<file path="config.mk">
export PLATFORM = sky130hd
export DESIGN_NAME = fuac_flash_unlock_access_controller
export DESIGN_NICKNAME = d
export VERILOG_FILES = /design/src/fuac_pkg.sv /design/src/fuac_flash_unlock_access_controller.sv
export SDC_FILE = /design/constraint.sdc
export NUM_CORES = 1
export LEC_CHECK = 0
export BUFFER_PORTS_ARGS = -buffer_cell sky130_fd_sc_hd__buf_2
export CAP_MARGIN = 30
export CORE_MARGIN = 2
export CORE_UTILIZATION = 51
export CTS_CLUSTER_SIZE = 30
export DETAILED_ROUTE_END_ITERATION = 10
export GPL_TIMING_DRIVEN = 0
export HOLD_SLACK_MARGIN = 0.05
export PLACE_DENSITY = 0.88
export SETUP_SLACK_MARGIN = 0.5
export SKIP_CTS_REPAIR_TIMING = 1
export SLEW_MARGIN = 5
export SYNTH_ARGS = -nofsm -noshare
export SYNTH_HDL_FRONTEND = slang
export SYNTH_SLANG_ARGS = --single-unit
</file>
<file path="constraint.sdc">
create_clock -name clock -period 3.3 [get_ports clock]
set_input_delay 0.165 -clock clock [delete_from_list [all_inputs] [get_ports clock]]
set_output_delay 0.165 -clock clock [all_outputs]
set_load 0.05 [all_outputs]
</file>
<file path="src/fuac_pkg.sv">
// Package: constants and types for the flash unlock access controller
package fuac_pkg;
  // ----------------------------------------
  // Register byte offsets
  // ----------------------------------------
  localparam logic [7:0] OFS_CMD    = 8'h00;
  localparam logic [7:0] OFS_PAGE   = 8'h04;
  localparam logic [7:0] OFS_FREQH  = 8'h08;
  localparam logic [7:0] OFS_FREQL  = 8'h0c;
  localparam logic [7:0] OFS_STAT   = 8'h10;
  localparam logic [7:0] OFS_DATA   = 8'h14;
  localparam logic [7:0] OFS_OFFSET = 8'h18;
  localparam logic [7:0] OFS_SECT   = 8'h1c;
  // ----------------------------------------
  // Command codes
  // ----------------------------------------
  localparam logic [7:0] CMD_KEY1   = 8'h73;
  localparam logic [7:0] CMD_KEY2   = 8'h8c;
  localparam logic [7:0] CMD_PERASE = 8'h95;
  localparam logic [7:0] CMD_MERASE = 8'h63;
  localparam logic [7:0] CMD_SECT   = 8'h5e;
  // ----------------------------------------
  // Field positions and reset values
  // ----------------------------------------
  localparam int PAGE_INFO_BIT  = 7;
  localparam int STAT_UNLK_BIT  = 0;
  localparam int STAT_REFU_BIT  = 2;
  localparam int STAT_BUSY_BIT  = 3;
  localparam int SECT_LSB       = 4;
  localparam logic [7:0] RST_BYTE = 8'h00;
  localparam logic [1:0] INFO_USER_PAGE = 2'h3;
  localparam int PAGE_BYTES     = 512;
  localparam int ROW_BYTES      = 64;
  localparam int PAGES_PER_SECT = 16;
  // ----------------------------------------
  // Timing: durations in microseconds
  // ----------------------------------------
  localparam int PROG_TIME_US   = 40;
  localparam int PERASE_TIME_US = 10000;
  localparam int MERASE_TIME_US = 200000;
  localparam logic [15:0] KHZ_PER_MHZ = 16'd1000;
  localparam int US_W = 18;

  typedef enum logic [5:0] {
    ST_LOCKED = 6'b000001,
    ST_PAGE1  = 6'b000010,
    ST_KEY1   = 6'b000100,
    ST_KEY2   = 6'b001000,
    ST_UNLOCK = 6'b010000,
    ST_BUSY   = 6'b100000
  } fuac_state_type;

  typedef enum logic [2:0] {
    OP_PROG   = 3'b001,
    OP_PERASE = 3'b010,
    OP_MERASE = 3'b100
  } fuac_op_type;
endpackage
</file>
<file path="src/fuac_flash_unlock_access_controller.sv">
// Module: flash controller unlock sequencer with Wishbone register slave
//
// The address map and the Wishbone interface to the registers were chosen for this implementation.
`timescale 1ns/100ps
module fuac_flash_unlock_access_controller
  import fuac_pkg::*;
#(
  parameter int PROG_US   = PROG_TIME_US,
  parameter int PERASE_US = PERASE_TIME_US,
  parameter int MERASE_US = MERASE_TIME_US
) (
  input  wire logic        clock,
  input  wire logic        rst_b,
  // Wishbone slave
  input  wire logic        wb_cyc_i,
  input  wire logic        wb_stb_i,
  input  wire logic        wb_we_i,
  input  wire logic [7:0]  wb_adr_i,
  input  wire logic [3:0]  wb_sel_i,
  input  wire logic [31:0] wb_dat_i,
  output logic      [31:0] wb_dat_o,
  output logic             wb_ack_o,
  // Requester and option bits
  input  wire logic        portMode,
  input  wire logic [1:0]  optProtect,
  // Flash array
  output logic      [15:0] flashAddr,
  output logic             flashInfo,
  output logic      [7:0]  flashWData,
  output logic             flashProg,
  output logic             flashPageErase,
  output logic             flashMassErase,
  input  wire logic [7:0]  flashRData
);
  import fuac_pkg::*;

  // ----------------------------------------
  // Declarations
  // ----------------------------------------
  fuac_state_type state_q;
  fuac_op_type    op_q;
  logic [7:0]  page_q;
  logic [7:0]  firstPage_q;
  logic [7:0]  sect_q;
  logic        sectArm_q;
  logic [15:0] freq_q;
  logic [8:0]  offset_q;
  logic        refused_q;
  logic [15:0] acc_q;
  logic [US_W-1:0] usLeft_q;
  logic        wrEv;
  logic        rdEv;
  logic [7:0]  wByte;
  logic        busy;
  logic        opDone;
  logic        usTick;
  logic        progOk;
  logic        eraseOk;
  logic        readOk;
  logic        doProg;
  logic        doPErase;
  logic        doMErase;
  logic        refuseEv;

  // ----------------------------------------
  // Access permission
  // ----------------------------------------
  function automatic logic pageAllowed(input logic [7:0] pg, input logic [7:0] sect,
                                       input logic port, input logic [1:0] opt);
    logic ok;
    ok = 1'b1;
    if (pg[PAGE_INFO_BIT]) begin
      // No sector check in the info block
      if (pg[1:0] != INFO_USER_PAGE) ok = 1'b0;
      if (!port) ok = 1'b0;
    end else begin
      // sector is page divided by sixteen
      if (!port && sect[pg[6:SECT_LSB]]) ok = 1'b0;
      if (port && (opt != 2'b00)) ok = 1'b0;
    end
    return ok;
  endfunction

  // ----------------------------------------
  // Bus decode
  // ----------------------------------------
  // Effects land on the acking edge, when the master samples ack
  assign wrEv  = wb_cyc_i && wb_stb_i && wb_ack_o && wb_we_i && wb_sel_i[0];
  assign rdEv  = wb_cyc_i && wb_stb_i && wb_ack_o && !wb_we_i;
  assign wByte = wb_dat_i[7:0];
  assign busy  = (state_q == ST_BUSY);

  always_ff @(posedge clock) begin
    if (!rst_b) begin
      wb_ack_o <= 1'b0;
    end else begin
      wb_ack_o <= wb_cyc_i && wb_stb_i && !wb_ack_o;
    end
  end

  always_ff @(posedge clock) begin
    if (!rst_b) begin
      wb_dat_o <= 32'h0000_0000;
    end else if (wb_cyc_i && wb_stb_i && !wb_ack_o) begin
      wb_dat_o <= 32'h0000_0000;
      unique case (wb_adr_i)
        OFS_PAGE:   wb_dat_o[7:0] <= page_q;
        OFS_FREQH:  wb_dat_o[7:0] <= freq_q[15:8];
        OFS_FREQL:  wb_dat_o[7:0] <= freq_q[7:0];
        OFS_SECT:   wb_dat_o[7:0] <= sect_q;
        OFS_OFFSET: wb_dat_o[8:0] <= offset_q;
        OFS_STAT: begin
          wb_dat_o[STAT_UNLK_BIT] <= (state_q == ST_UNLOCK);
          wb_dat_o[STAT_REFU_BIT] <= refused_q;
          wb_dat_o[STAT_BUSY_BIT] <= busy;
        end
        OFS_DATA: begin
          if (readOk) wb_dat_o[7:0] <= flashRData;
        end
        default: wb_dat_o <= 32'h0000_0000;
      endcase
    end
  end

  // ----------------------------------------
  // Operation gating
  // ----------------------------------------
  assign readOk  = (state_q == ST_UNLOCK) && pageAllowed(page_q, sect_q, portMode, optProtect);
  assign progOk  = readOk;
  assign eraseOk = readOk;
  assign doProg  = wrEv && (wb_adr_i == OFS_DATA) && progOk;
  assign doPErase = wrEv && (wb_adr_i == OFS_CMD) && (state_q == ST_UNLOCK)
                    && (wByte == CMD_PERASE) && eraseOk;
  // Mass erase never reaches the info block
  assign doMErase = wrEv && (wb_adr_i == OFS_CMD) && (state_q == ST_UNLOCK)
                    && (wByte == CMD_MERASE) && portMode
                    && !page_q[PAGE_INFO_BIT];
  assign refuseEv = (wrEv && (wb_adr_i == OFS_DATA) && !progOk)
                  || (rdEv && (wb_adr_i == OFS_DATA) && !readOk)
                  || (wrEv && (wb_adr_i == OFS_CMD) && (state_q == ST_UNLOCK)
                      && (((wByte == CMD_PERASE) && !eraseOk)
                          || ((wByte == CMD_MERASE) && !doMErase)));

  // ----------------------------------------
  // Unlock state machine
  // ----------------------------------------
  always_ff @(posedge clock) begin
    if (!rst_b) begin
      state_q <= ST_LOCKED;
    end else if (busy) begin
      // Register writes during an operation, other than frequency writes, do not disturb it
      if (opDone) state_q <= (op_q == OP_PROG) ? ST_UNLOCK : ST_LOCKED;
    end else if (wrEv && (wb_adr_i == OFS_PAGE) && !sectArm_q) begin
      unique case (state_q)
        ST_LOCKED: state_q <= ST_PAGE1;
        ST_KEY2: begin
          state_q <= (wByte == firstPage_q) ? ST_UNLOCK : ST_LOCKED;
        end
        ST_UNLOCK: state_q <= portMode ? ST_UNLOCK : ST_LOCKED;
        default: state_q <= ST_LOCKED;
      endcase
    end else if (wrEv && (wb_adr_i == OFS_CMD)) begin
      unique case (state_q)
        ST_PAGE1: state_q <= (wByte == CMD_KEY1) ? ST_KEY1 : ST_LOCKED;
        ST_KEY1:  state_q <= (wByte == CMD_KEY2) ? ST_KEY2 : ST_LOCKED;
        ST_UNLOCK: begin
          if (doPErase || doMErase) state_q <= ST_BUSY;
          else if ((wByte != CMD_PERASE) && (wByte != CMD_MERASE)) state_q <= ST_LOCKED;
        end
        default: state_q <= ST_LOCKED;
      endcase
    end else if (wrEv && (state_q != ST_UNLOCK) && (state_q != ST_LOCKED)) begin
      // Any other register write breaks the key sequence
      state_q <= ST_LOCKED;
    end else if (doProg) begin
      state_q <= ST_BUSY;
    end
  end

  always_ff @(posedge clock) begin
    if (!rst_b) begin
      op_q <= OP_PROG;
    end else if (doProg) begin
      op_q <= OP_PROG;
    end else if (doPErase) begin
      op_q <= OP_PERASE;
    end else if (doMErase) begin
      op_q <= OP_MERASE;
    end
  end

  // ----------------------------------------
  // Page select and sector protect
  // ----------------------------------------
  always_ff @(posedge clock) begin
    if (!rst_b) begin
      page_q      <= RST_BYTE;
      firstPage_q <= RST_BYTE;
    end else if (wrEv && (wb_adr_i == OFS_PAGE) && !sectArm_q && !busy) begin
      page_q <= wByte;
      if (state_q == ST_LOCKED) firstPage_q <= wByte;
    end
  end

  // Sector bits only ever set; only reset clears them
  always_ff @(posedge clock) begin
    if (!rst_b) begin
      sectArm_q <= 1'b0;
      sect_q    <= RST_BYTE;
    end else if (wrEv && (wb_adr_i == OFS_CMD)) begin
      sectArm_q <= (state_q == ST_LOCKED) && (wByte == CMD_SECT);
    end else if (wrEv && (wb_adr_i == OFS_PAGE) && sectArm_q) begin
      sectArm_q <= 1'b0;
      sect_q    <= sect_q | wByte;
    end
  end

  // ----------------------------------------
  // Frequency value and byte offset
  // ----------------------------------------
  // Software must load this before any program or erase
  always_ff @(posedge clock) begin
    if (!rst_b) begin
      freq_q <= 16'h0000;
    end else if (wrEv && (wb_adr_i == OFS_FREQH)) begin
      freq_q[15:8] <= wByte;
    end else if (wrEv && (wb_adr_i == OFS_FREQL)) begin
      freq_q[7:0] <= wByte;
    end
  end

  always_ff @(posedge clock) begin
    if (!rst_b) begin
      offset_q <= 9'h000;
    end else if (wrEv && (wb_adr_i == OFS_OFFSET) && !busy) begin
      offset_q <= {wb_sel_i[1] & wb_dat_i[8], wByte};
    end
  end

  // ----------------------------------------
  // Refused access flag
  // ----------------------------------------
  // A new refusal wins over a clear in the same cycle
  always_ff @(posedge clock) begin
    if (!rst_b) begin
      refused_q <= 1'b0;
    end else if (refuseEv) begin
      refused_q <= 1'b1;
    end else if (wrEv && (wb_adr_i == OFS_STAT) && wByte[STAT_REFU_BIT]) begin
      refused_q <= 1'b0;
    end
  end

  // ----------------------------------------
  // Microsecond tick from frequency value
  // ----------------------------------------
  // Accumulates 1000 per cycle; each wrap of freq kHz is one us.
  // Exact on average, so real time holds across 1 to 8 MHz.
  assign usTick = busy && (acc_q + KHZ_PER_MHZ >= freq_q);

  always_ff @(posedge clock) begin
    if (!rst_b) begin
      acc_q <= 16'h0000;
    end else if (!busy) begin
      acc_q <= 16'h0000;
    end else if (usTick) begin
      acc_q <= 16'(acc_q + KHZ_PER_MHZ - freq_q);
    end else begin
      acc_q <= 16'(acc_q + KHZ_PER_MHZ);
    end
  end

  assign opDone = busy && usTick && (usLeft_q <= 1);

  always_ff @(posedge clock) begin
    if (!rst_b) begin
      usLeft_q <= '0;
    end else if (doProg) begin
      usLeft_q <= US_W'(PROG_US);
    end else if (doPErase) begin
      usLeft_q <= US_W'(PERASE_US);
    end else if (doMErase) begin
      usLeft_q <= US_W'(MERASE_US);
    end else if (usTick && (usLeft_q != 0)) begin
      usLeft_q <= US_W'(usLeft_q - 1'b1);
    end
  end

  // ----------------------------------------
  // Flash array drive
  // ----------------------------------------
  // Byte address: page times 512 plus offset; info page is 64 bytes
  always_ff @(posedge clock) begin
    if (!rst_b) begin
      flashAddr <= 16'h0000;
      flashInfo <= 1'b0;
    end else if (!busy) begin
      flashInfo <= page_q[PAGE_INFO_BIT];
      if (page_q[PAGE_INFO_BIT]) begin
        flashAddr <= {8'h00, page_q[1:0], offset_q[5:0]};
      end else begin
        flashAddr <= {page_q[6:0], offset_q};
      end
    end
  end

  always_ff @(posedge clock) begin
    if (!rst_b) begin
      flashWData <= 8'hff;
    end else if (doProg) begin
      flashWData <= wByte;
    end
  end

  always_ff @(posedge clock) begin
    if (!rst_b) begin
      flashProg      <= 1'b0;
      flashPageErase <= 1'b0;
      flashMassErase <= 1'b0;
    end else if (doProg || doPErase || doMErase) begin
      flashProg      <= doProg;
      flashPageErase <= doPErase;
      flashMassErase <= doMErase;
    end else if (opDone) begin
      flashProg      <= 1'b0;
      flashPageErase <= 1'b0;
      flashMassErase <= 1'b0;
    end
  end
endmodule // fuac_flash_unlock_access_controller

</file>
Word-level counts from Yosys, hierarchy flattened
Cells that the tools add are included.
{"block": "op_classes", "n_mul": 0, "reduce_logical": 75, "n_addsub": 3, "n_shift": 0, "n_bitwise": 5, "muxes": 44, "div_mod_pow": 0, "n_lt_le_gt_ge": 3, "eq_ne": 27}
{"op": "6-bit 2-to-1 mux", "n": 9}
{"op": "1-bit logical AND", "n": 42}
{"op": "18-bit 2-to-1 mux", "n": 2}
{"op": "8-bit by 5-bit equality test with 1-bit output, second input constant", "n": 4}
{"op": "16-bit 2-to-1 mux", "n": 2}
{"op": "8-bit by 7-bit equality test with 1-bit output, second input constant", "n": 3}
{"op": "4-bit case mux with 6 select lines", "n": 1}
{"op": "18-bit by 1-bit <= comparator with 1-bit output, second input constant", "n": 1}
{"op": "6-bit case mux with 3 select lines", "n": 1}
{"op": "18-bit nonzero test", "n": 1}
{"op": "18-bit by 1-bit subtractor with 18-bit output, second input constant", "n": 1}
{"op": "16-bit by 10-bit adder with 16-bit output, second input constant", "n": 1}
{"op": "8-bit by 4-bit equality test with 1-bit output, second input constant", "n": 2}
{"op": "8-bit equality test, second input constant", "n": 2}
{"op": "16-bit greater-or-equal comparator", "n": 1}
{"op": "16-bit subtractor", "n": 1}
{"op": "1-bit 2-to-1 mux", "n": 15}
{"op": "5-bit 2-to-1 mux", "n": 3}
{"op": "5-bit case mux with 3 select lines", "n": 1}
{"op": "14-bit 2-to-1 mux", "n": 1}
{"op": "2-bit case mux with 7 select lines", "n": 1}
{"op": "2-bit nonzero test", "n": 6}
{"op": "8-bit by 3-bit equality test with 1-bit output, second input constant", "n": 1}
{"op": "8-bit equality test", "n": 1}
{"op": "other kinds (36)", "n": 54}
{"block": "word_totals", "in_bits": 60, "rom_bits": 0, "ram_bits": 0, "memories": 0, "regBits": 132, "latchBits": 0}

Logic depth before layout (Yosys ltp)
{"block": "logic_depth", "word_depth": 15, "depth_mapped": 15, "depth_no_buf": 14}

Least setup slack after synthesis
OpenSTA, ideal clock, no wires.
{"block": "synth_timing", "path_kind": "register to register", "from": "register acc_q[7]", "to": "register usLeft_q[16]", "path_slack_ns": 0.014, "setup_ns": 0.127, "arrival_ns": 3.160, "stages_incl_launch_ff": 16, "cell_sequence": "dfxtp_1 > or3_1 > nor3_1 > nand2b_1 > nand2_1 > xnor2_1 > ha_1 > nand4_1 > or4_1 > o21ai_0 > a211oi_1 > o21a_4 > buf_6 > nor4_4 > xnor2_1 > a21oi_2"}
{"block": "synth_via", "elab_chain_len": 5}
{"item": "start: declaration", "line_no": "fuac_flash_unlock_access_controller.sv:49", "rtl": "logic [15:0] acc_q;"}
{"item": "start signal: assignment", "line_no": "fuac_flash_unlock_access_controller.sv:267", "rtl": "acc_q <= 16'(acc_q + KHZ_PER_MHZ - freq_q);"}
{"item": "start signal: assignment", "line_no": "fuac_flash_unlock_access_controller.sv:269", "rtl": "acc_q <= 16'(acc_q + KHZ_PER_MHZ);"}
{"item": "16-bit by 10-bit adder with 16-bit output", "line_no": "fuac_flash_unlock_access_controller.sv:259", "rtl": "assign usTick = busy && (acc_q + KHZ_PER_MHZ >= freq_q);"}
{"item": "16-bit greater-or-equal comparator", "line_no": "fuac_flash_unlock_access_controller.sv:259"}
{"item": "1-bit logical AND", "line_no": "fuac_flash_unlock_access_controller.sv:259"}
{"item": "1-bit logical AND", "line_no": "fuac_flash_unlock_access_controller.sv:284", "rtl": "end else if (usTick && (usLeft_q != 0)) begin"}
{"item": "2-bit nonzero test (no source line)"}
{"item": "end signal: assignment", "line_no": "fuac_flash_unlock_access_controller.sv:281", "rtl": "usLeft_q <= US_W'(PERASE_US);"}
{"item": "end signal: assignment", "line_no": "fuac_flash_unlock_access_controller.sv:283", "rtl": "usLeft_q <= US_W'(MERASE_US);"}
{"item": "end signal: assignment", "line_no": "fuac_flash_unlock_access_controller.sv:285", "rtl": "usLeft_q <= US_W'(usLeft_q - 1'b1);"}
{"item": "end: declaration", "line_no": "fuac_flash_unlock_access_controller.sv:50", "rtl": "logic [US_W-1:0] usLeft_q;"}
Every way passes these cells.
A chain may end at the register's enable or synchronous reset.

Worst setup path after layout
{"block": "layout_timing", "from": "register acc_q[6]", "to": "register usLeft_q[7]"}
{"block": "layout_via", "elab_chain_len": 4}
{"item": "16-bit by 10-bit adder with 16-bit output", "line_no": "fuac_flash_unlock_access_controller.sv:259"}
{"item": "16-bit greater-or-equal comparator", "line_no": "fuac_flash_unlock_access_controller.sv:259"}
{"item": "1-bit logical AND", "line_no": "fuac_flash_unlock_access_controller.sv:259"}
{"item": "1-bit logical AND", "line_no": "fuac_flash_unlock_access_controller.sv:284"}
Every way passes these cells.

==> metrics.yaml <==
run_status:
  status: "finished with violations"
  violations: "setup timing"
timing:
  rsz0062_at_grt: "yes"
  setup_violations: 22
  finalMaxSlewViolations: 0
  tns_ps: -1219
  timing.final.ws_setup_ps: -145.8
  fmax_mhz: 290.2
  post-route-period-util_pct: 104.4
  slew_headroom_pct: 29.69
  hold_viol: 0
  period_minus_slack_ps: 3446
  tightestPinTransition_ps: 1055
  fin_skew_ps: 8.835
synthesis:
  yosys-top-cells-area: "dfxtp_1 (37%), nand2_1 (8.3%), a21oi_1 (7.1%), nor2_1 (4.2%), xnor2_1 (3.6%)"
  synth_top_cell_by_area: "dfxtp_1"
  avgSynthCellArea_sq_um: 7.925
  synth.distinct_cells: 76
  synth_cells: 910
  yosys_warnings: 0
  synth-edff-count: 0
  async_flop_share_pct: 0
  netlist.area_leader.share_pct: 36.64
  ys_ff_latch: 132
  syn_area_sq_mm: 0.007212
  ys_seq_area_share_pct: 36.64
  synth-main-ff-cell: "dfxtp_1"
die:
  dieArea_sq_mm: 0.01511
  ios: 121
  rows: 43
  start_util_pct: 52.16
  die_y_um: 122.9
  die_w_um: 122.9
  coreArea_sq_mm: 0.01383
critical_path:
  end_kind: "flip-flop"
  cp.required_ps: 3610
  worstRegToRegCells: 15
  r2r_slack_ps: -150
  start_kind: "flip-flop"
  path_class: "flip-flop to flip-flop"
  worstPathArrival_ps: 3750
  crit_fanout: 8
drt:
  num_vias: 7512
  vias_per_cell: 6.073
  drt.antenna.violating_nets: 0
  wl_per_cell_um: 18.44
  first_pass_iters: 7
  drt-initial-drc-count: 717
  drc_errors: 0
  wl_um: 22820
clock_network:
  clk_path_buf_depth: 2
  cts_tree: "done"
  clk_latency_ps: 430
  root_buffer: "clkbuf_16"
  clock-sinks: 132
  cts.clk_slew.worst_paths_ps: 60
  htree_num_levels: 4
  cts_buffers: 17
finish:
  antennaDiodeCount: 0
  layout_common_cells: "nand2_1 (154), dfxtp_1 (131), a21oi_1 (99), nor2_1 (77), buf_2 (74)"
  drive_gt1_share_pct: 20.91
  layout_commonest_cell: "nand2_1"
  fillerInstances: 1076
  nets: 1124
  finalInstanceArea_sq_mm: 0.008991
  stdcell_count: 1237
  area_growth_pct: 24.67
global_route:
  grt_overflow: 0
  use_met1_pct: 35.61
  grt_pass1_wl_um: 33500
  grt.busiest_layer: "met2"
  gr-usage-met3_pct: 6.411
  antenna_found_initial: 0
  grt_pass1_vias: 6700
  met2_usage_pct: 46.13
  grt_max_degree: 17
  grt_usage_pct: 28.49
power:
  vdd_drop_max_mv: 0.2976
  p_per_area_mw_per_mm2: 420.2
  report.power.total_mw: 3.778
  power.leakage_nw: 3.377
placed_design:
  globalplace.congestion: 0.9902
  place_inst: 1183
  dpl.hpwl_um: 14660
  portBuffers: 71
  placed_cell_area_sq_mm: 0.007938
run:
  drv_cap: 0
min_path:
  hold_class: "input port to flip-flop"
  min_path_cells: 5
logic make-up after synthesis:
kind of cell | count (synthesis) | synth area share [%]
adders and majority gates | 20 | 3.574
DFF | 132 | 36.64
buffers and inverters | 96 | 6.558
xor gates and xnor gates | 45 | 5.465
AOI/OAI and AO/OA | 200 | 16.88
and+or+nand+nor | 390 | 26.80
muxes | 26 | 4.025
other | 1 | 0.05200
area by class of cell:
class	count	area (sq um)	area share, %
Buffer	69	402.9	4.481
Inverter	27	101.3	1.127
Sequential cell	132	2644	29.40
Clock inverter	14	176.4	1.962
Multi-Input combinational cell	704	4448	49.47
Clock buffer	18	439.2	4.884
Timing Repair Buffer	93	554.3	6.165
Tap cell	180	225.2	2.505
registers in the layout (all words and copies together) (netlist names):
register and flops:
acc_q 16, firstPage_q 8, flashAddr 16, flashInfo 1, flashMassErase 1, flashPageErase 1
flashProg 1, flashWData 8, freq_q 16, offset_q 9, op_q 3, page_q 8
refused_q 1, sectArm_q 1, sect_q 8, state_q 6, usLeft_q 18, wb_ack_o 1
wb_dat_o 9
worst max-delay path, stage by stage, from the launching register on:
cell and delay (ps):
dfxtp_2 320, or3_4 410, nor3_4 140, nand2b_1 140
nand2_2 120, xnor2_2 80, ha_1 340, nand4_1 200
or4_1 460, o21ai_1 110, a211oi_2 70, o21a_4 270
buf_12 160, nor4_4 250, xnor2_1 180, nor2_1 50
per-stage QoR:
| stage | setup WS (ps) | util [%] | hold WS, ps |
|---|---|---|---|
| 2_1_floorplan | 183.8 | - | 402.7 |
| 3_3_place_gp | -114.4 | 57.41 | 428.8 |
| 3_5_place_dp | -138.5 | 57.41 | 438.2 |
| 4_1_cts | -215.0 | 61.86 | 90.00 |
| 5_1_grt | -287.9 | 65.03 | 117.6 |
| 6_report | -145.8 | 65.03 | 93.79 |
cell usage after synthesis, drive strengths merged, types with 3 or more instances:
| library cell | count |
|---|---|
| inv | 26 |
| o211ai | 4 |
| and3b | 4 |
| or4 | 3 |
| nor4 | 14 |
| nand3 | 32 |
| nand4 | 11 |
| a211oi | 10 |
| nor2 | 80 |
| clkbuf | 33 |
| xnor2 | 30 |
| a221oi | 6 |
| nor2b | 4 |
| nor4b | 4 |
| nand2b | 6 |
| a22oi | 6 |
| o21ai | 33 |
| mux2i | 23 |
| a21o | 7 |
| or3 | 5 |
| a31oi | 4 |
| nor3b | 4 |
| buf | 36 |
| and3 | 6 |
| and2 | 4 |
| o21a | 5 |
| dfxtp | 132 |
| or2 | 7 |
| a21oi | 104 |
| o22ai | 5 |
| ha | 19 |
| nor3 | 20 |
| nand2 | 160 |
| xor2 | 15 |
| nand4b | 7 |
| nand3b | 13 |
report_power, final:
group | switching (mW) | total (mW) | internal (mW)
Sequential | 0.000460 | 1.59 | 1.59
Clock | 0.761 | 1.97 | 1.21
Combinational | 0.156 | 0.210 | 0.0543
metal layers:
| layer | up-vias | routed length, um |
|---|---|---|
| met5 | - | 0 |
| met4 | 0 | 1005 |
| met3 | 102 | 2159 |
| met2 | 502 | 10700 |
| met1 | 3501 | 8949 |
| li1 | 3407 | - |
final timing paths:
check,startpoint,to
worst max-delay path,acc_q[6],usLeft_q[7]
worst min-delay path,wb_dat_i[8],offset_q[8]
worst min register to register,flashAddr[11],flashAddr[11]
worst max register to register,acc_q[6],usLeft_q[7]
Note: power is estimated with default switching activity, not from simulation.
